$ cat src/scc_pkg.sv
// Shared constants and types for the serial channel command decoder
package scc_pkg;

  localparam int NUM_CH = 2;
  localparam int NUM_WREG = 8;
  localparam int BYTE_W = 8;
  localparam int PTR_W = 3;
  localparam int CRC_W = 16;

  // Select input encodings
  localparam logic SEL_CHAN_A = 1'b0;
  localparam logic SEL_CHAN_B = 1'b1;
  localparam logic SEL_DATA = 1'b0;
  localparam logic SEL_CMD = 1'b1;

  // Command byte layout
  localparam int PTR_LSB = 0;
  localparam int CMD_LSB = 3;
  localparam int CRC_LSB = 6;

  typedef enum logic [2:0] {
    CMD_NULL,
    CMD_SEND_ABORT,
    CMD_RST_EXT,
    CMD_CHAN_RST,
    CMD_RX_REARM,
    CMD_RST_TXINT,
    CMD_ERR_RST,
    CMD_RETURN_FROM_INTERRUPT_OPCODE
  } scc_cmd_e;

  typedef enum logic [1:0] {
    CRC_NULL,
    CRC_RST_RX,
    CRC_RST_TX,
    CRC_RST_EOM
  } scc_crc_e;

  // Register pointer values
  localparam logic [2:0] REG_CMD = 3'h0;
  localparam logic [2:0] REG_IRQ_CFG = 3'h1;
  localparam logic [2:0] REG_VECTOR = 3'h2;
  localparam logic [2:0] REG_MODE = 3'h4;
  localparam logic [2:0] RD_PRIMARY = 3'h0;
  localparam logic [2:0] RD_SPECIAL = 3'h1;
  localparam logic [2:0] RD_VECTOR = 3'h2;

  // Interrupt configuration register fields
  localparam int IRQ_EXT_EN_BIT = 0;
  localparam int IRQ_TX_EN_BIT = 1;
  localparam int IRQ_RXM_LSB = 3;
  localparam logic [1:0] RXM_OFF = 2'h0;
  localparam logic [1:0] RXM_FIRST = 2'h1;

  // Mode register sync-mode field
  localparam int MODE_SYNC_LSB = 4;
  localparam logic [1:0] MODE_SDLC = 2'h2;

  // Special receive status bits
  localparam int RR1_PAR_BIT = 4;
  localparam int RR1_OVR_BIT = 5;

  localparam logic [CRC_W-1:0] CRC_ZEROS = 16'h0000;
  localparam logic [CRC_W-1:0] CRC_ONES = 16'hFFFF;

  // Host-side Avalon register map
  localparam logic [3:0] AV_CMD = 4'h0;
  localparam logic [3:0] AV_STAT = 4'h4;
  localparam int AV_CTL_BIT = 8;
  localparam int AV_CHAN_BIT = 9;
  localparam int AV_READ_BIT = 10;
  localparam int AV_BUSY_BIT = 0;
  localparam int AV_RDATA_LSB = 8;

  // Quiet time after a channel reset, in system clock cycles
  localparam int RESET_GAP_CLK = 4;
  localparam logic [2:0] RESET_GAP_CYC = 3'(RESET_GAP_CLK);
  localparam logic [2:0] GAP_LAST = 3'h1;

endpackage

$ cat src/scc_if.sv
// Parallel host bus between the CPU-side end and the channel decoder
interface scc_if;
  logic wr_stb;
  logic rd_stb;
  logic chan_sel;
  logic ctl_sel;
  logic [7:0] wdata;
  logic [7:0] rdata;
  logic rvalid;

  modport host (
    output wr_stb, rd_stb, chan_sel, ctl_sel, wdata,
    input rdata, rvalid
  );

  modport dev (
    input wr_stb, rd_stb, chan_sel, ctl_sel, wdata,
    output rdata, rvalid
  );
endinterface

$ cat src/scc_dev.sv
// Two-channel command port decoder: pointers, write registers, commands
// Overview of operation
// - Control/data and channel selects pick port
// - Eight independent write registers per channel
// - Non-command registers take pointer then value
// - Hardware or channel reset clears pointer to command
// - Pointer returns to command after access
// - Pointer selects next write or read register
// - Command byte: CRC code, command, pointer
// - Command zero does nothing
// - Send abort only in SDLC mode
// - External status latched until command two
// - Command three resets channel, A also priority
// - Host waits four cycles after channel reset
// - Command four rearms first-character interrupt
// - Command five clears and suppresses transmit interrupt
// - Command six clears parity and overrun latches
// - Command seven on A acts as return
// - CRC code selects receive, transmit, underrun reset
// - CRC presets zeros, ones in SDLC mode
// - Host writes mode register first
// - Commands decoded from every pointer byte
//
// Local design decisions: the register addresses and register access over Avalon-MM.
module scc_dev
  import scc_pkg::*;
(
  input wire logic ref_clk_i,
  input wire logic rst_n_i,
  scc_if.dev bus,
  input wire logic [1:0] ext_change_i,
  input wire logic [1:0][7:0] ext_status_i,
  input wire logic [1:0] rx_char_i,
  input wire logic [1:0][7:0] rx_data_i,
  input wire logic [1:0] parity_err_i,
  input wire logic [1:0] overrun_err_i,
  input wire logic [1:0] tx_empty_i,
  input wire logic [1:0] tx_load_i,
  input wire logic [1:0] crc_done_i,
  input wire logic [1:0] underrun_i,
  output logic [1:0][7:0][7:0] wreg_o,
  output logic [1:0] ext_int_o,
  output logic [1:0] rx_int_o,
  output logic [1:0] tx_int_o,
  output logic [1:0] eom_latch_o,
  output logic [1:0] send_abort_o,
  output logic [1:0] chan_rst_o,
  output logic [1:0] rx_crc_rst_o,
  output logic [1:0] tx_crc_rst_o,
  output logic [1:0][15:0] rx_crc_seed_o,
  output logic [1:0][15:0] tx_crc_seed_o,
  output logic prio_rst_o,
  output logic return_from_interrupt_opcode_o,
  output logic [7:0] tx_data_o,
  output logic [1:0] tx_data_vld_o
);

  typedef struct packed {
    logic [1:0][2:0] ptr;
    logic [1:0][7:0][7:0] wreg;
    logic [1:0] ext_hold;
    logic [1:0][7:0] rr0_snap;
    logic [1:0] par_err;
    logic [1:0] ovr_err;
    logic [1:0] tx_supp;
    logic [1:0] rx_arm;
    logic [1:0] ext_int;
    logic [1:0] rx_int;
    logic [1:0] tx_int;
    logic [1:0] end_of_message;
    logic [1:0] abort;
    logic [1:0] crst;
    logic [1:0] rxcrc;
    logic [1:0] txcrc;
    logic [1:0][15:0] rxseed;
    logic [1:0][15:0] txseed;
    logic prio;
    logic return_from_interrupt_opcode;
    logic [7:0] txd;
    logic [1:0] txv;
    logic [7:0] rdata;
    logic rvalid;
  } scc_dev_s;

  scc_dev_s st_ff;
  scc_dev_s nxt_st;

  always_comb
  begin
    logic ch;
    logic [7:0] b;
    logic [7:0] cfg;
    logic sdlc;
    logic [7:0] rr1;
    ch = bus.chan_sel;
    b = bus.wdata;
    cfg = 8'h00;
    sdlc = 1'b0;
    rr1 = 8'h00;
    nxt_st = st_ff;
    nxt_st.abort = '0;
    nxt_st.crst = '0;
    nxt_st.rxcrc = '0;
    nxt_st.txcrc = '0;
    nxt_st.prio = 1'b0;
    nxt_st.return_from_interrupt_opcode = 1'b0;
    nxt_st.txv = '0;
    nxt_st.rvalid = 1'b0;
    sdlc = (st_ff.wreg[ch][REG_MODE][MODE_SYNC_LSB +: 2] == MODE_SDLC);

    if (bus.wr_stb && (bus.ctl_sel == SEL_DATA))
    begin
      nxt_st.txd = b;
      nxt_st.txv[ch] = 1'b1;
    end
    else if (bus.wr_stb && (st_ff.ptr[ch] != REG_CMD))
    begin
      nxt_st.wreg[ch][st_ff.ptr[ch]] = b;
      nxt_st.ptr[ch] = REG_CMD;
    end
    else if (bus.wr_stb)
    begin
      nxt_st.wreg[ch][REG_CMD] = b;
      nxt_st.ptr[ch] = b[PTR_LSB +: PTR_W];
      case (scc_cmd_e'(b[CMD_LSB +: 3]))
        CMD_NULL: ;
        CMD_SEND_ABORT:
        begin
          nxt_st.abort[ch] = sdlc;
        end
        CMD_RST_EXT:
        begin
          nxt_st.ext_hold[ch] = 1'b0;
          nxt_st.ext_int[ch] = 1'b0;
        end
        CMD_CHAN_RST:
        begin
          nxt_st.wreg[ch] = '0;
          nxt_st.ptr[ch] = REG_CMD;
          nxt_st.ext_hold[ch] = 1'b0;
          nxt_st.rr0_snap[ch] = 8'h00;
          nxt_st.par_err[ch] = 1'b0;
          nxt_st.ovr_err[ch] = 1'b0;
          nxt_st.tx_supp[ch] = 1'b0;
          nxt_st.rx_arm[ch] = 1'b1;
          nxt_st.ext_int[ch] = 1'b0;
          nxt_st.rx_int[ch] = 1'b0;
          nxt_st.tx_int[ch] = 1'b0;
          nxt_st.end_of_message[ch] = 1'b0;
          nxt_st.rxseed[ch] = CRC_ZEROS;
          nxt_st.txseed[ch] = CRC_ZEROS;
          nxt_st.crst[ch] = 1'b1;
          nxt_st.prio = (ch == SEL_CHAN_A);
        end
        CMD_RX_REARM:
        begin
          if (st_ff.wreg[ch][REG_IRQ_CFG][IRQ_RXM_LSB +: 2] == RXM_FIRST)
          begin
            nxt_st.rx_arm[ch] = 1'b1;
          end
        end
        CMD_RST_TXINT:
        begin
          nxt_st.tx_int[ch] = 1'b0;
          nxt_st.tx_supp[ch] = 1'b1;
        end
        CMD_ERR_RST:
        begin
          nxt_st.par_err[ch] = 1'b0;
          nxt_st.ovr_err[ch] = 1'b0;
        end
        default:
        begin
          nxt_st.return_from_interrupt_opcode = (ch == SEL_CHAN_A);
        end
      endcase
      // A channel reset owns the byte; CRC code is not applied on top of it
      if (scc_cmd_e'(b[CMD_LSB +: 3]) != CMD_CHAN_RST)
      begin
        case (scc_crc_e'(b[CRC_LSB +: 2]))
          CRC_RST_RX:
          begin
            nxt_st.rxcrc[ch] = 1'b1;
            nxt_st.rxseed[ch] = sdlc ? CRC_ONES : CRC_ZEROS;
          end
          CRC_RST_TX:
          begin
            nxt_st.txcrc[ch] = 1'b1;
            nxt_st.txseed[ch] = sdlc ? CRC_ONES : CRC_ZEROS;
          end
          CRC_RST_EOM:
          begin
            nxt_st.end_of_message[ch] = 1'b0;
          end
          default: ;
        endcase
      end
    end

    if (bus.rd_stb)
    begin
      nxt_st.rvalid = 1'b1;
      if (bus.ctl_sel == SEL_DATA)
      begin
        nxt_st.rdata = rx_data_i[ch];
        nxt_st.rx_int[ch] = 1'b0;
      end
      else
      begin
        rr1 = 8'h00;
        rr1[RR1_PAR_BIT] = st_ff.par_err[ch];
        rr1[RR1_OVR_BIT] = st_ff.ovr_err[ch];
        if (st_ff.ptr[ch] == RD_PRIMARY)
        begin
          nxt_st.rdata = st_ff.ext_hold[ch] ? st_ff.rr0_snap[ch]
                                            : ext_status_i[ch];
        end
        else if (st_ff.ptr[ch] == RD_SPECIAL)
        begin
          nxt_st.rdata = rr1;
        end
        else if (st_ff.ptr[ch] == RD_VECTOR)
        begin
          nxt_st.rdata = st_ff.wreg[ch][REG_VECTOR];
        end
        else
        begin
          nxt_st.rdata = 8'h00;
        end
        nxt_st.ptr[ch] = REG_CMD;
      end
    end

    // Hardware events come last so a set in a clearing cycle wins
    for (int i = 0; i < NUM_CH; i++)
    begin
      cfg = nxt_st.wreg[i][REG_IRQ_CFG];
      if (ext_change_i[i] && !nxt_st.ext_hold[i])
      begin
        nxt_st.ext_hold[i] = 1'b1;
        nxt_st.rr0_snap[i] = ext_status_i[i];
        nxt_st.ext_int[i] = cfg[IRQ_EXT_EN_BIT];
      end
      if (parity_err_i[i])
      begin
        nxt_st.par_err[i] = 1'b1;
      end
      if (overrun_err_i[i])
      begin
        nxt_st.ovr_err[i] = 1'b1;
      end
      if (rx_char_i[i] && (cfg[IRQ_RXM_LSB +: 2] == RXM_FIRST))
      begin
        nxt_st.rx_int[i] = nxt_st.rx_int[i] | nxt_st.rx_arm[i];
        nxt_st.rx_arm[i] = 1'b0;
      end
      else if (rx_char_i[i] && (cfg[IRQ_RXM_LSB +: 2] != RXM_OFF))
      begin
        nxt_st.rx_int[i] = 1'b1;
      end
      // new character or CRC end lifts suppression
      if (tx_load_i[i] || crc_done_i[i])
      begin
        nxt_st.tx_supp[i] = 1'b0;
      end
      if (tx_empty_i[i] && cfg[IRQ_TX_EN_BIT] && !nxt_st.tx_supp[i])
      begin
        nxt_st.tx_int[i] = 1'b1;
      end
      if (underrun_i[i])
      begin
        nxt_st.end_of_message[i] = 1'b1;
      end
    end
  end

  always_ff @(posedge ref_clk_i or negedge rst_n_i)
  begin
    if (!rst_n_i)
    begin
      st_ff <= '0;
      st_ff.rx_arm <= '1;
    end
    else
    begin
      st_ff <= nxt_st;
    end
  end

  assign wreg_o = st_ff.wreg;
  assign ext_int_o = st_ff.ext_int;
  assign rx_int_o = st_ff.rx_int;
  assign tx_int_o = st_ff.tx_int;
  assign eom_latch_o = st_ff.end_of_message;
  assign send_abort_o = st_ff.abort;
  assign chan_rst_o = st_ff.crst;
  assign rx_crc_rst_o = st_ff.rxcrc;
  assign tx_crc_rst_o = st_ff.txcrc;
  assign rx_crc_seed_o = st_ff.rxseed;
  assign tx_crc_seed_o = st_ff.txseed;
  assign prio_rst_o = st_ff.prio;
  assign return_from_interrupt_opcode_o = st_ff.return_from_interrupt_opcode;
  assign tx_data_o = st_ff.txd;
  assign tx_data_vld_o = st_ff.txv;
  assign bus.rdata = st_ff.rdata;
  assign bus.rvalid = st_ff.rvalid;

endmodule

$ cat src/flat_wrapper.sv
// flat-port wrapper written by rule: the top's interface ports become plain ports
module scc_dev_flat import scc_pkg::*;
  (ref_clk_i, rst_n_i, ext_change_i, ext_status_i, rx_char_i, rx_data_i, parity_err_i, overrun_err_i, tx_empty_i, tx_load_i, crc_done_i, underrun_i, wreg_o, ext_int_o, rx_int_o, tx_int_o, eom_latch_o, send_abort_o, chan_rst_o, rx_crc_rst_o, tx_crc_rst_o, rx_crc_seed_o, tx_crc_seed_o, prio_rst_o, return_from_interrupt_opcode_o, tx_data_o, tx_data_vld_o, bus_wr_stb, bus_rd_stb, bus_chan_sel, bus_ctl_sel, bus_wdata, bus_rdata, bus_rvalid);
  scc_if bus_i ();
  input wire logic ref_clk_i;
  input wire logic rst_n_i;
  input wire logic [1:0] ext_change_i;
  input wire logic [1:0][7:0] ext_status_i;
  input wire logic [1:0] rx_char_i;
  input wire logic [1:0][7:0] rx_data_i;
  input wire logic [1:0] parity_err_i;
  input wire logic [1:0] overrun_err_i;
  input wire logic [1:0] tx_empty_i;
  input wire logic [1:0] tx_load_i;
  input wire logic [1:0] crc_done_i;
  input wire logic [1:0] underrun_i;
  output logic [1:0][7:0][7:0] wreg_o;
  output logic [1:0] ext_int_o;
  output logic [1:0] rx_int_o;
  output logic [1:0] tx_int_o;
  output logic [1:0] eom_latch_o;
  output logic [1:0] send_abort_o;
  output logic [1:0] chan_rst_o;
  output logic [1:0] rx_crc_rst_o;
  output logic [1:0] tx_crc_rst_o;
  output logic [1:0][15:0] rx_crc_seed_o;
  output logic [1:0][15:0] tx_crc_seed_o;
  output logic prio_rst_o;
  output logic return_from_interrupt_opcode_o;
  output logic [7:0] tx_data_o;
  output logic [1:0] tx_data_vld_o;
  input wire logic [$bits(bus_i.wr_stb)-1:0] bus_wr_stb;
  input wire logic [$bits(bus_i.rd_stb)-1:0] bus_rd_stb;
  input wire logic [$bits(bus_i.chan_sel)-1:0] bus_chan_sel;
  input wire logic [$bits(bus_i.ctl_sel)-1:0] bus_ctl_sel;
  input wire logic [$bits(bus_i.wdata)-1:0] bus_wdata;
  output wire logic [$bits(bus_i.rdata)-1:0] bus_rdata;
  output wire logic [$bits(bus_i.rvalid)-1:0] bus_rvalid;
  assign bus_i.wr_stb = bus_wr_stb;
  assign bus_i.rd_stb = bus_rd_stb;
  assign bus_i.chan_sel = bus_chan_sel;
  assign bus_i.ctl_sel = bus_ctl_sel;
  assign bus_i.wdata = bus_wdata;
  assign bus_rdata = bus_i.rdata;
  assign bus_rvalid = bus_i.rvalid;
  scc_dev u_core (.ref_clk_i(ref_clk_i), .rst_n_i(rst_n_i), .bus(bus_i), .ext_change_i(ext_change_i), .ext_status_i(ext_status_i), .rx_char_i(rx_char_i), .rx_data_i(rx_data_i), .parity_err_i(parity_err_i), .overrun_err_i(overrun_err_i), .tx_empty_i(tx_empty_i), .tx_load_i(tx_load_i), .crc_done_i(crc_done_i), .underrun_i(underrun_i), .wreg_o(wreg_o), .ext_int_o(ext_int_o), .rx_int_o(rx_int_o), .tx_int_o(tx_int_o), .eom_latch_o(eom_latch_o), .send_abort_o(send_abort_o), .chan_rst_o(chan_rst_o), .rx_crc_rst_o(rx_crc_rst_o), .tx_crc_rst_o(tx_crc_rst_o), .rx_crc_seed_o(rx_crc_seed_o), .tx_crc_seed_o(tx_crc_seed_o), .prio_rst_o(prio_rst_o), .return_from_interrupt_opcode_o(return_from_interrupt_opcode_o), .tx_data_o(tx_data_o), .tx_data_vld_o(tx_data_vld_o));
endmodule
$ cat config.mk
export PLATFORM = sky130hd
export DESIGN_NAME = scc_dev_flat
export DESIGN_NICKNAME = d
export VERILOG_FILES = /design/src/scc_pkg.sv /design/src/scc_if.sv /design/src/scc_dev.sv /design/src/flat_wrapper.sv
export SDC_FILE = /design/constraint.sdc
export NUM_CORES = 1
export LEC_CHECK = 0
export BUFFER_PORTS_ARGS = -buffer_cell sky130_fd_sc_hd__buf_4
export CORE_MARGIN = 4
export CORE_UTILIZATION = 41
export DETAILED_ROUTE_END_ITERATION = 8
export PLACE_DENSITY = 0.66
export SLEW_MARGIN = 20
export SYNTH_ARGS = -nofsm -noshare
export SYNTH_HDL_FRONTEND = slang
export SYNTH_SLANG_ARGS = --single-unit
$ cat constraint.sdc
create_clock -name ref_clk_i -period 2.3 [get_ports ref_clk_i]
set_clock_uncertainty 0.2 [all_clocks]
set_input_delay 0.345 -clock ref_clk_i [delete_from_list [all_inputs] [get_ports ref_clk_i]]
set_output_delay 0.345 -clock ref_clk_i [all_outputs]
set_load 0.03 [all_outputs]
== Yosys cells after proc, flatten, opt, wreduce, memory -nomap -nowiden ==
Index checks and enable logic that the tools add are counted.

* Equality and inequality tests: 36
* Magnitude comparators: 4
* Reductions and logical operators: 64
* Multiplexer cells: 103
* Bitwise operators: 31

{| class="wikitable"
|+ Operators by type and width
! kind !! number
|-
| $mux W242 || 2
|-
| $mux W134 || 2
|-
| $mux W65 || 4
|-
| $bwmux W128 || 2
|-
| $demux W64 S1 || 3
|-
| $and A128 B128 Y128 || 1
|-
| $mux W64 || 2
|-
| $mux W8 || 16
|-
| $not A128 Y128 || 1
|-
| $mux W108 || 1
|-
| $mux W38 || 2
|-
| $mux W68 || 1
|-
| $and A32 B32 Y32 || 2
|-
| $bwmux W32 || 2
|-
| $mux W32 || 2
|-
| $mux W16 || 3
|-
| $reduce_bool A2 Y1 || 23
|-
| $ne A2 B2 Y1 const B || 20
|-
| $reduce_and A4 Y1 || 10
|-
| $mux W2 || 18
|-
| $not A32 Y32 || 1
|-
| $mux W1 || 29
|-
| $demux W8 S3 || 1
|-
| $and A2 B2 Y2 || 11
|-
| 36 further kinds || 79
|}

* Bits of input ports: 62
* Output and inout bits: 229
* Logic and storage cells: 288
* Flip-flop bits (word level): 261

== Logic depth before layout (Yosys ltp) ==
Gate-level depths: netlist of the first run.

* Word-level depth: 21
* Mapped depth: 8
* Depth with buffers taken out: 6

== Worst setup path after synthesis of the first run ==
Ideal clock, no wire load.

* Kind: reg2reg
* From: register u_core.st_ff[260] in the netlist's numbering
* To: register u_core.st_ff (netlist bit u_core.rx_int_o[1])
* Required time: 1.963 ns
* Cell stages (with the launch flop): 8
* Setup time: 0.137 ns
* Arrival time: 1.904 ns
* Path slack: 0.059 ns
* Clock period less this slack: 2.241 ns
* Path buffers: 2
* Cell sequence: dfrtp_1 -> buf_2 -> o21a_2 -> or2_1 -> or4_1 -> buf_2 -> o211ai_1 -> o311ai_1

{| class="wikitable"
|+ RTL lines
! element !! line !! source
|-
| start, declared || scc_dev.sv:85 || <nowiki>scc_dev_s st_ff;</nowiki>
|-
| start signal, assigned || scc_dev.sv:286 || <nowiki>st_ff <= nxt_st;</nowiki>
|}

==> flow_summary.toml, run 1 <==
[placement]
dpl.hpwl_um = 26150
port-buffer-count = 290
dpl_worst_slack_ns = -0.08759
place.gp.congestion = 0.8946

[logic_synthesis]
yosysTopAreaCell = "dfrtp_1"
synth-seq-cells = 260
synth-adder-area-share_pct = 0
synthTopCellsByCount = "258 x dfrtp_1, 231 x buf_4, 104 x a22o_1"
ys.flop_type = "dfrtp_1"
yosysWarnings = 0
synth-xor-area-share_pct = 0.07124
netlist_top_cells_area = "dfrtp_1 53%, buf_4 14%, a22o_1 7.4%"
yosys.area_share.simple_pct = 9.190
syn_area_sq_um = 12290
synth_cells = 1110
synth_top_family_by_area = "compound AO/OA/AOI/OAI gates"
synth.most_common_cell = "dfrtp_1"
ys_async_sr_fraction_pct = 100.0
syn-num-nets = 1172
synth_compound_area_share_pct = 18.65
ys_seq_area_share_pct = 52.94
synthDistinctLibCells = 67
syn_area_per_cell_sq_um = 11.08
synth_mux_area_share_pct = 2.850
synth_edf_count = 0
yosysTopAreaCellShare_pct = 52.51

[power]
leakagePower_uw = 0.007898
power.density_nw_per_um2 = 896.5
peakVddDrop_uv = 545.4

[timing]
whs_ns = 0.02556
worst_pin_slew_ns = 0.6690
max_freq_mhz = 431.5
relSlewSlack_pct = 55.10
maxSlewViolCount = 0
min_period_over_period_pct = 100.8
fin_crit_ns = 2.318
rsz0062_at_grt = "yes"
setup_viol = 6
hold_viol = 0
setup_ws_ns = -0.01757

[floorplanning]
die_x_um = 181.2
io_pins = 291
initial_core_util_pct = 41.48
die_h_um = 181.2
rows = 63
core_sq_um = 29640
die_area_sq_um = 32820

[final_layout]
drive_gt1_share_pct = 39.52
nets = 1344
area_growth_pct = 24.65

[critical_path]
cp_num_buf_inv = 0
crit_slowest_cell = "or4_4"
arrival_ns = 2.59
critPathKind = "reg2reg"
critPathTopFamily = "compound AO/OA/AOI/OAI gates"
cpPeakStageDelay_ns = 0.55
cp-start-kind = "flip-flop"
cp_max_fo = 8
ff2ff_setup_slack_ns = -0.02
cp-end-kind = "flip-flop"
crit_chain = "or4_4 > nand2_1 > o211ai_1 > o21ai_1 > a22o_1"
worstPathRequired_ns = 2.57

[grt]
grt_pass1_wl_um = 54750
grt.total_usage_pct = 20.97
grt_remaining_overflow = 0
antenna_found_initial = 1
first_global_vias = 9203
grt_max_degree = 53

[detailed_routing]
drc = 0
drt_wl_total_um = 35840
first_pass_iters = 7
drt-vias-per-instance = 5.233
drtAntennaViolNets = 0
drtIter0Drc = 511
wl_per_cell_um = 21.15
via_count = 8864

[cts]
clk_pin_slew_ns = 0.06
ctsRootBufferMaster = "clkbuf_16"
ctsHtreeMaxLevel = 1
clock_path_buffers = 3
cts_sinks = 260
numCtsBuffers = 28
clk_latency_ns = 0.54
cts_tree = "yes"

[outcome]
violations = "negative setup slack"
status = "complete, but fails checks"

[worst_hold_path]
hold_path.class = "in2reg"

[flow_run]
maxCapViolCount = 0
==> report_power, final <==
part	internal [uW]	switching, uW	leakage (uW)
sequential	5180	396	0.00344
clock	2780	1850	0.000467
combinational	1400	2140	0.00399
total	9360	4380	0.00790
==> cells in the final DEF (no fill, tap or decap), types with 9 or more instances in the layout <==
cell type / n
dlygate4sd3_1: 34
o21ai_0: 39
nand2_1: 97
nand3_1: 14
inv_1: 14
a21o_1: 40
dfrtp_1: 255
nor2_1: 21
a21oi_1: 20
o21ai_1: 11
o21a_1: 36
buf_4: 378
a22o_1: 104
buf_12: 11
clkbuf_16: 29
o22ai_1: 9
mux2i_1: 16
mux2_2: 16
==> path summary, 6_finish.rpt <==
check                                         start                    endpoint  cells past startpoint
min in group asynchronous                   rst_n_i  asynchronous set/reset pin                      2
min                                    rx_data_i[1]         u_core.bus.rdata[1]                      4
max reg2reg                       u_core.st_ff[257]                   flip-flop                      5
max in group asynchronous                   rst_n_i           u_core.st_ff[102]                      3
min reg2reg                u_core.rx_crc_seed_o[14]    u_core.rx_crc_seed_o[14]                      1
max                               u_core.st_ff[257]                   flip-flop                      5
==> metal layers <==
layer	vias to the layer above	track usage, %	wire length [um]
li1	4030	-	-
met1	4418	27.89	15240
met2	351	34.03	16830
met3	65	4.449	2453
met4	0	7.655	1312
met5	-	0	0
==> area by class of cell <==
| type | instances | area [sq um] |
|---|---|---|
| multi-input combinational | 552 | 3875 |
| clock buffer | 40 | 847.1 |
| timing repair buffer | 425 | 3425 |
| fill | 2647 | 14310 |
| tap | 390 | 488.0 |
| clock inverter | 11 | 118.9 |
| inverter | 15 | 56.30 |
| sequential | 260 | 6513 |
| antenna | 1 | 2.502 |
==> worst min-delay path: stages <==
cell	delay [ns]
buf_4	0.08
mux2_2	0.13
o22ai_1	0.06
a21oi_1	0.11
==> timing repair <==
action / 4_1_cts / 5_1_grt
cloned: 0 / 0
setup endpoints to repair: 14 / 115
endpoints found under the hold margin: 294 / 0
buffers inserted: 0 / 3
hold buffers: 34 / 0
gates resized for setup: 5 / 22
pin swaps: 1 / 4
==> stage by stage <==
step                util [%]  setup TNS [ns]  total power [uW]  std cells  cell area, sq um
floorplan                  -               0              8199       1110             12290
global placement       46.83        -0.03062              9049       1605             13880
detailed placement     46.83          -1.268              9104       1605             13880
CTS                    51.30       -0.009239             13790       1690             15210
global route           51.71          -1.419             14310       1694             15320
finish                 51.71        -0.07973             13740       1694             15320
==> logic make-up after synthesis <==
logic type / after synthesis
multiplexers: 33
AND/OR/NAND/NOR: 210
AO/OA/AOI/OAI: 308
XOR/XNOR: 1
flip-flops: 260
buffers and inverters: 298
(Power assumes the default switching activity.)
==> inputs of run 2 (changes only) <==
--- a/config.mk
+++ b/config.mk
@@ -5,11 +5,11 @@
 export SDC_FILE = /design/constraint.sdc
 export NUM_CORES = 1
 export LEC_CHECK = 0
+export ABC_AREA = 1
 export BUFFER_PORTS_ARGS = -buffer_cell sky130_fd_sc_hd__buf_4
 export CORE_MARGIN = 4
-export CORE_UTILIZATION = 41
+export CORE_UTILIZATION = 35
 export DETAILED_ROUTE_END_ITERATION = 8
-export PLACE_DENSITY = 0.66
 export SLEW_MARGIN = 20
 export SYNTH_ARGS = -nofsm -noshare
 export SYNTH_HDL_FRONTEND = slang
==> run 2 against run 1 <==
The flow now finishes without violations. Sequential power is 8.1% higher. Cell count is 23% higher. Wire length is 7.4% higher. Power is 16% higher. Synthesized cell count is 29% higher. Register-to-register slack better by 0.16 ns. Global-route usage is 2.2 points lower. Via count is 12% higher. Sequential cell count stayed put. Synthesized area is 3.7% higher. Critical path type is now in2reg.
==> flow_summary.toml, run 2 <==
[final_layout]
area_growth_pct = 23.57
final_common_cell = "buf_4"
fin_cells = 2084
antennaDiodeCount = 0
nets = 1663
drive_gt1_share_pct = 29.27
final_cell_mix = "346 x buf_4, 258 x dfrtp_1, 236 x nand2_1, 200 x inv_1, 145 x o21ai_0"

[critical_path]
regToRegStartpoint = "u_core.st_ff[255]"
ff2ff_setup_slack_ns = 0.14
critPathKind = "in2reg"
arrival_ns = 2.46
cp-start-kind = "input pin"
r2r_cells = 11
cp-end-kind = "flip-flop"
worstPathRequired_ns = 2.59
cp-endpoint = "u_core.bus.rdata[3]"
cp_max_fo = 9
cp-startpoint = "bus_rd_stb"
rr_endpoint = "u_core.rx_crc_seed_o[0]"

[timing]
max_freq_mhz = 461.3
setup_ws_ns = 0.1320
rsz0062_at_grt = "yes"
min_period_over_period_pct = 94.26
hold_viol = 0
setup_viol = 0
relSlewSlack_pct = 47.09
fin_crit_ns = 2.168
maxSlewViolCount = 0
worst_pin_slew_ns = 0.7927

[placement]
dpl.hpwl_um = 28030
place.gp.congestion = 0.8381
dpl_worst_slack_ns = -0.1328
placed_cells = 1978
port-buffer-count = 290

[outcome]
status = "finished clean"

[logic_synthesis]
ys_async_sr_fraction_pct = 100.0
synth.most_common_cell = "dfrtp_1"
synthTopCellsByCount = "258 x dfrtp_1, 236 x nand2_1, 230 x buf_4"
syn_area_per_cell_sq_um = 8.900
yosysWarnings = 0
synth_edf_count = 0
ys_seq_area_share_pct = 51.07
synth_cells = 1432
synthDistinctLibCells = 45
syn-num-nets = 1494
netlist_top_cells_area = "dfrtp_1 51%, buf_4 14%, nand2_1 7.0%"
yosysTopAreaCell = "dfrtp_1"
syn_area_sq_um = 12740
synth-seq-cells = 260
yosysTopAreaCellShare_pct = 50.66
ys.flop_type = "dfrtp_1"

[grt]
first_global_vias = 9828
grt_max_degree = 68
grt_pass1_wl_um = 58090
antenna_found_initial = 0
grt.total_usage_pct = 18.78
grt_remaining_overflow = 0

[cts]
post_cts_buffers = 0
ctsHtreeMaxLevel = 1
clk_latency_ns = 0.55
ctsRootBufferMaster = "clkbuf_16"
cts_tree = "yes"
clock_path_buffers = 3
clk_pin_slew_ns = 0.07
cts_sinks = 260
numCtsBuffers = 29

[floorplanning]
core_sq_um = 35740
die_h_um = 198.8
die_x_um = 198.8
io_pins = 291
initial_core_util_pct = 35.66
die_area_sq_um = 39530
rows = 69

[flow_run]
maxCapViolCount = 0

[detailed_routing]
drt-vias-per-instance = 4.749
via_count = 9896
wl_per_cell_um = 18.46
drtIter0Drc = 597
drc = 0
drtAntennaViolNets = 0
first_pass_iters = 5
drt_wl_total_um = 38480

[worst_hold_path]
hold_path.class = "in2reg"

[power]
total_power_uw = 15900
leakagePower_uw = 0.008159
power.density_nw_per_um2 = 1010
peakVddDrop_uv = 509.1
## run 2: changes by cell type after synthesis, sizes merged, moves of 44 or more
cell,delta
inv,+198
nand2,+151
a22o,-102
o21ai,+94
o22ai,+55
nor2,+44
## run 2: critical path: stages
cell           delay (ns)
dlygate4sd3_1        0.53
buf_4                0.18
clkinvlp_4           0.15
nor3_4               0.39
a22o_1               0.19
a21oi_1              0.04
dlygate4sd3_1        0.56
nand2_1              0.06
## run 2: how the worst min path moves through the flow
stage                      from                    endpoint  slack [ns]  cells past startpoint
finish               bus_wr_stb     u_core.tx_data_vld_o[1]        0.02                      3
detailed placement      rst_n_i    u_core.rx_crc_seed_o[30]        0.12                      1
global placement        rst_n_i    u_core.rx_crc_seed_o[30]        0.11                      1
CTS                  bus_wr_stb     u_core.tx_data_vld_o[1]        0.01                      3
floorplan               rst_n_i  asynchronous set/reset pin       -0.15                      0
global route        bus_ctl_sel     u_core.tx_data_vld_o[1]        0.03                      3
## run 2: logic make-up (layout without fill, tap and decap cells)
group           after synthesis  after routing  share of synthesized area (%)
buf+inv                     484            675                          21.52
simple gates                381            381                          13.37
compound gates              307            307                          14.04
flops                       260            260                          51.07
## run 2: routing by layer
metal  track usage (%)  share of wire (%)
met1             26.17                 44
met2             30.57                 47
met5                 0                  0
met3             3.235                7.0
met4             4.889                2.5
## run 2: what timing repair did
action | 4_1_cts | 5_1_grt
endpoints found under the setup margin | 0 | 79
hold buffers | 53 | 0
hold endpoints to repair | 198 | 0
resized for setup | 0 | 15
## run 2: final cells by class
class	count	area (sq um)
clock buffers	38	809.5
clock inverters	15	231.5
fillers	3484	19990
inverters	217	825.8
multi-input cells	688	3553
flip-flops and latches	260	6509
well taps	461	576.8
repair buffers	405	3243
## run 2: where the power goes
group          switching (uW)  internal [uW]  total [uW]
Combinational            3090           1740        4820
Sequential                557           5470        6030
Clock                    1910           3140        5040
Total                    5550          10300       15900
## run 2: metrics by stage
stage               hold slack [ns]  area [sq um]  setup TNS, ns  utilization [%]
detailed placement           0.1189         14110        -0.8119            39.49
global route                0.02529         15750       -0.04422            44.06
global placement             0.1114         14110        -0.2975            39.49
CTS                         0.01010         15690              0            43.88
floorplan                   -0.1506         12740              0                -
finish                      0.02353         15750              0            44.06
==> inputs of run 3 (changes only) <==
--- a/config.mk
+++ b/config.mk
@@ -10,7 +10,8 @@
 export CORE_MARGIN = 4
 export CORE_UTILIZATION = 35
 export DETAILED_ROUTE_END_ITERATION = 8
-export SLEW_MARGIN = 20
+export RECOVER_POWER = 100
+export SLEW_MARGIN = 30
 export SYNTH_ARGS = -nofsm -noshare
 export SYNTH_HDL_FRONTEND = slang
 export SYNTH_SLANG_ARGS = --single-unit
==> constraint.sdc (replaced) <==
create_clock -name ref_clk_i -period 2.3 [get_ports ref_clk_i]
set_clock_uncertainty 0.2 [all_clocks]
set_input_delay 0.46 -clock ref_clk_i [delete_from_list [all_inputs] [get_ports ref_clk_i]]
set_output_delay 0.46 -clock ref_clk_i [all_outputs]
set_load 0.03 [all_outputs]
==> run 3 against run 2 <==
Critical path depth rose by 1. Combinational power shrank 13%. Sequential share of layout area increased by 2.7 points. Register-to-register slack got worse by 0.02 ns.
==> flow_summary.toml, run 3 (synthesis results as in run 2) <==
[outcome]
status = "finished clean"

[detailed_routing]
via_count = 9941
first_pass_iters = 5
wl_per_cell_um = 18.60
drc = 0
drtAntennaViolNets = 0
drt-vias-per-instance = 4.738
drtIter0Drc = 639
drt_wl_total_um = 39020

[floorplanning]
core_sq_um = 35740
die_x_um = 198.8
die_area_sq_um = 39530
rows = 69
die_h_um = 198.8
io_pins = 291
initial_core_util_pct = 35.66

[grt]
grt.total_usage_pct = 19.06
first_global_vias = 10120
antenna_found_initial = 0
grt_remaining_overflow = 0
grt_pass1_wl_um = 59170
grt_max_degree = 65

[cts]
clk_pin_slew_ns = 0.06
post_cts_buffers = 0
cts_sinks = 260
cts_tree = "yes"
clock_path_buffers = 3
ctsRootBufferMaster = "clkbuf_16"
clk_latency_ns = 0.54
numCtsBuffers = 29
ctsHtreeMaxLevel = 1

[final_layout]
multi_input_area_sq_um = 3497
nFillCells = 3724
area_growth_pct = 16.05
regArea_sq_um = 6509
fin_area_sq_um = 14790
drive_gt1_share_pct = 15.09
nets = 1679
antennaDiodeCount = 0
final_cell_mix = "258 x dfrtp_1, 248 x clkbuf_1, 237 x nand2_1, 202 x inv_1, 147 x o21ai_0"
final_common_cell = "dfrtp_1"

[critical_path]
arrival_ns = 2.51
crit_slowest_cell = "dlygate4sd3_1"
cp_common_cell = "dlygate4sd3_1"
cp-end-kind = "flip-flop"
critPathTopFamily = "buffers and inverters"
cp-start-kind = "input pin"
critPathKind = "in2reg"
cp_num_buf_inv = 5
worstPathRequired_ns = 2.58
crit_chain = "dlygate4sd3_1 > buf_4 > clkinvlp_4 > nor3_2 > buf_12 > a22o_1 > a21oi_1 > dlygate4sd3_1 > nand2_1"
cp_max_fo = 9
cpPeakStageDelay_ns = 0.57

[placement]
place.gp.congestion = 0.8551
port-buffer-count = 290
dpl.hpwl_um = 28310
place_area_sq_um = 14430
dpl_worst_slack_ns = -0.08582

[power]
switchingPower_uw = 5484
internal_power_uw = 9404
p_sw_share_pct = 36.84
power.density_nw_per_um2 = 1007
peakVddDrop_uv = 546.5
leakagePower_uw = 0.007247
clockPowerShare_pct = 31.6
sequentialPowerShare_pct = 40.2
combPwrFrac_pct = 28.1
total_power_uw = 14890

[timing]
setup_viol = 0
relSlewSlack_pct = 33.52
fin_crit_ns = 2.232
setup-tns-final_ns = 0
hold_viol = 0
whs_ns = 0.01681
setup_ws_ns = 0.06758
rsz0062_at_grt = "no"
worst_pin_slew_ns = 0.9972
maxSlewViolCount = 0
min_period_over_period_pct = 97.06
max_freq_mhz = 447.9

[worst_hold_path]
hold_path.class = "in2reg"

[flow_run]
maxCapViolCount = 0
==> run 3: cell count changes in the layout (fill, tap and decap cells not counted), moves of 3 or more <==
cell           change
clkbuf_1         +244
buf_4            -233
dlygate4sd3_1     -13
clkbuf_4          +10
clkbuf_2           +8
a21oi_1            +5
a21oi_2            -3
bufinv_16          -3
==> run 3: what timing repair did <==
action / 4_1_cts / 5_1_grt
setup endpoints to repair: 0 / 18
resized for setup: 0 / 5
endpoints found under the hold margin: 91 / 0
hold buffers: 40 / 0
==> run 3: layer usage <==
metal | vias up | track usage (%) | routed length, um
met5 | - | 0 | 0
met4 | 0 | 3.901 | 832
met3 | 46 | 3.269 | 2568
met2 | 363 | 31.67 | 18330
met1 | 4831 | 26.48 | 17290
li1 | 4701 | - | -
==> run 3: path summary, 6_finish.rpt <==
kind	from	end	slack [ns]	depth (start not counted)
worst max-delay path	bus_rd_stb	u_core.bus.rdata[5]	0.07	9
worst min-delay path	crc_done_i[1]	u_core.st_ff[104]	0.02	4
worst max register to register	u_core.st_ff[255]	flip-flop	0.12	11
worst min register to register	flip-flop	flip-flop	0.27	2
max in group asynchronous	rst_n_i	u_core.st_ff[102]	0.31	3
min in group asynchronous	rst_n_i	u_core.rx_crc_seed_o[26]	0.46	2
==> run 3: stage by stage <==
step	utilization [%]	cells
after floorplan	-	1432
after global placement	40.38	2007
after detailed placement	40.38	2007
after CTS	44.20	2098
after global routing	41.38	2098
final	41.38	2098
==> run 3: power by group through the flow <==
stage | Sequential [uW] | Combinational [uW] | Clock (uW)
floorplan | 5890 | 3960 | 0
global placement | 6070 | 4760 | 0
detailed placement | 6080 | 4830 | 0
CTS | 6010 | 4910 | 4820
global route | 6090 | 4560 | 5000
finish | 5990 | 4190 | 4710
==> run 3: cell type report <==
class / instances / area share (%)
clock inverter: 10 / 0.8460
tap: 461 / 3.900
timing repair buffer: 421 / 16.34
inverter: 217 / 5.583
clock buffer: 41 / 5.685
sequential: 260 / 44.01
multi-input combinational: 688 / 23.64
==> run 3: worst register-to-register path, stage by stage (launching register included) <==
cell and delay [ns]:
dfrtp_1 0.36, inv_1 0.10, nand2_1 0.08, nand2_1 0.11, nand2_1 0.13, nor2_4 0.06
nand2_2 0.15, buf_12 0.13, nor2_8 0.03, clkbuf_1 0.15, nor3_4 0.39, o22ai_1 0.15
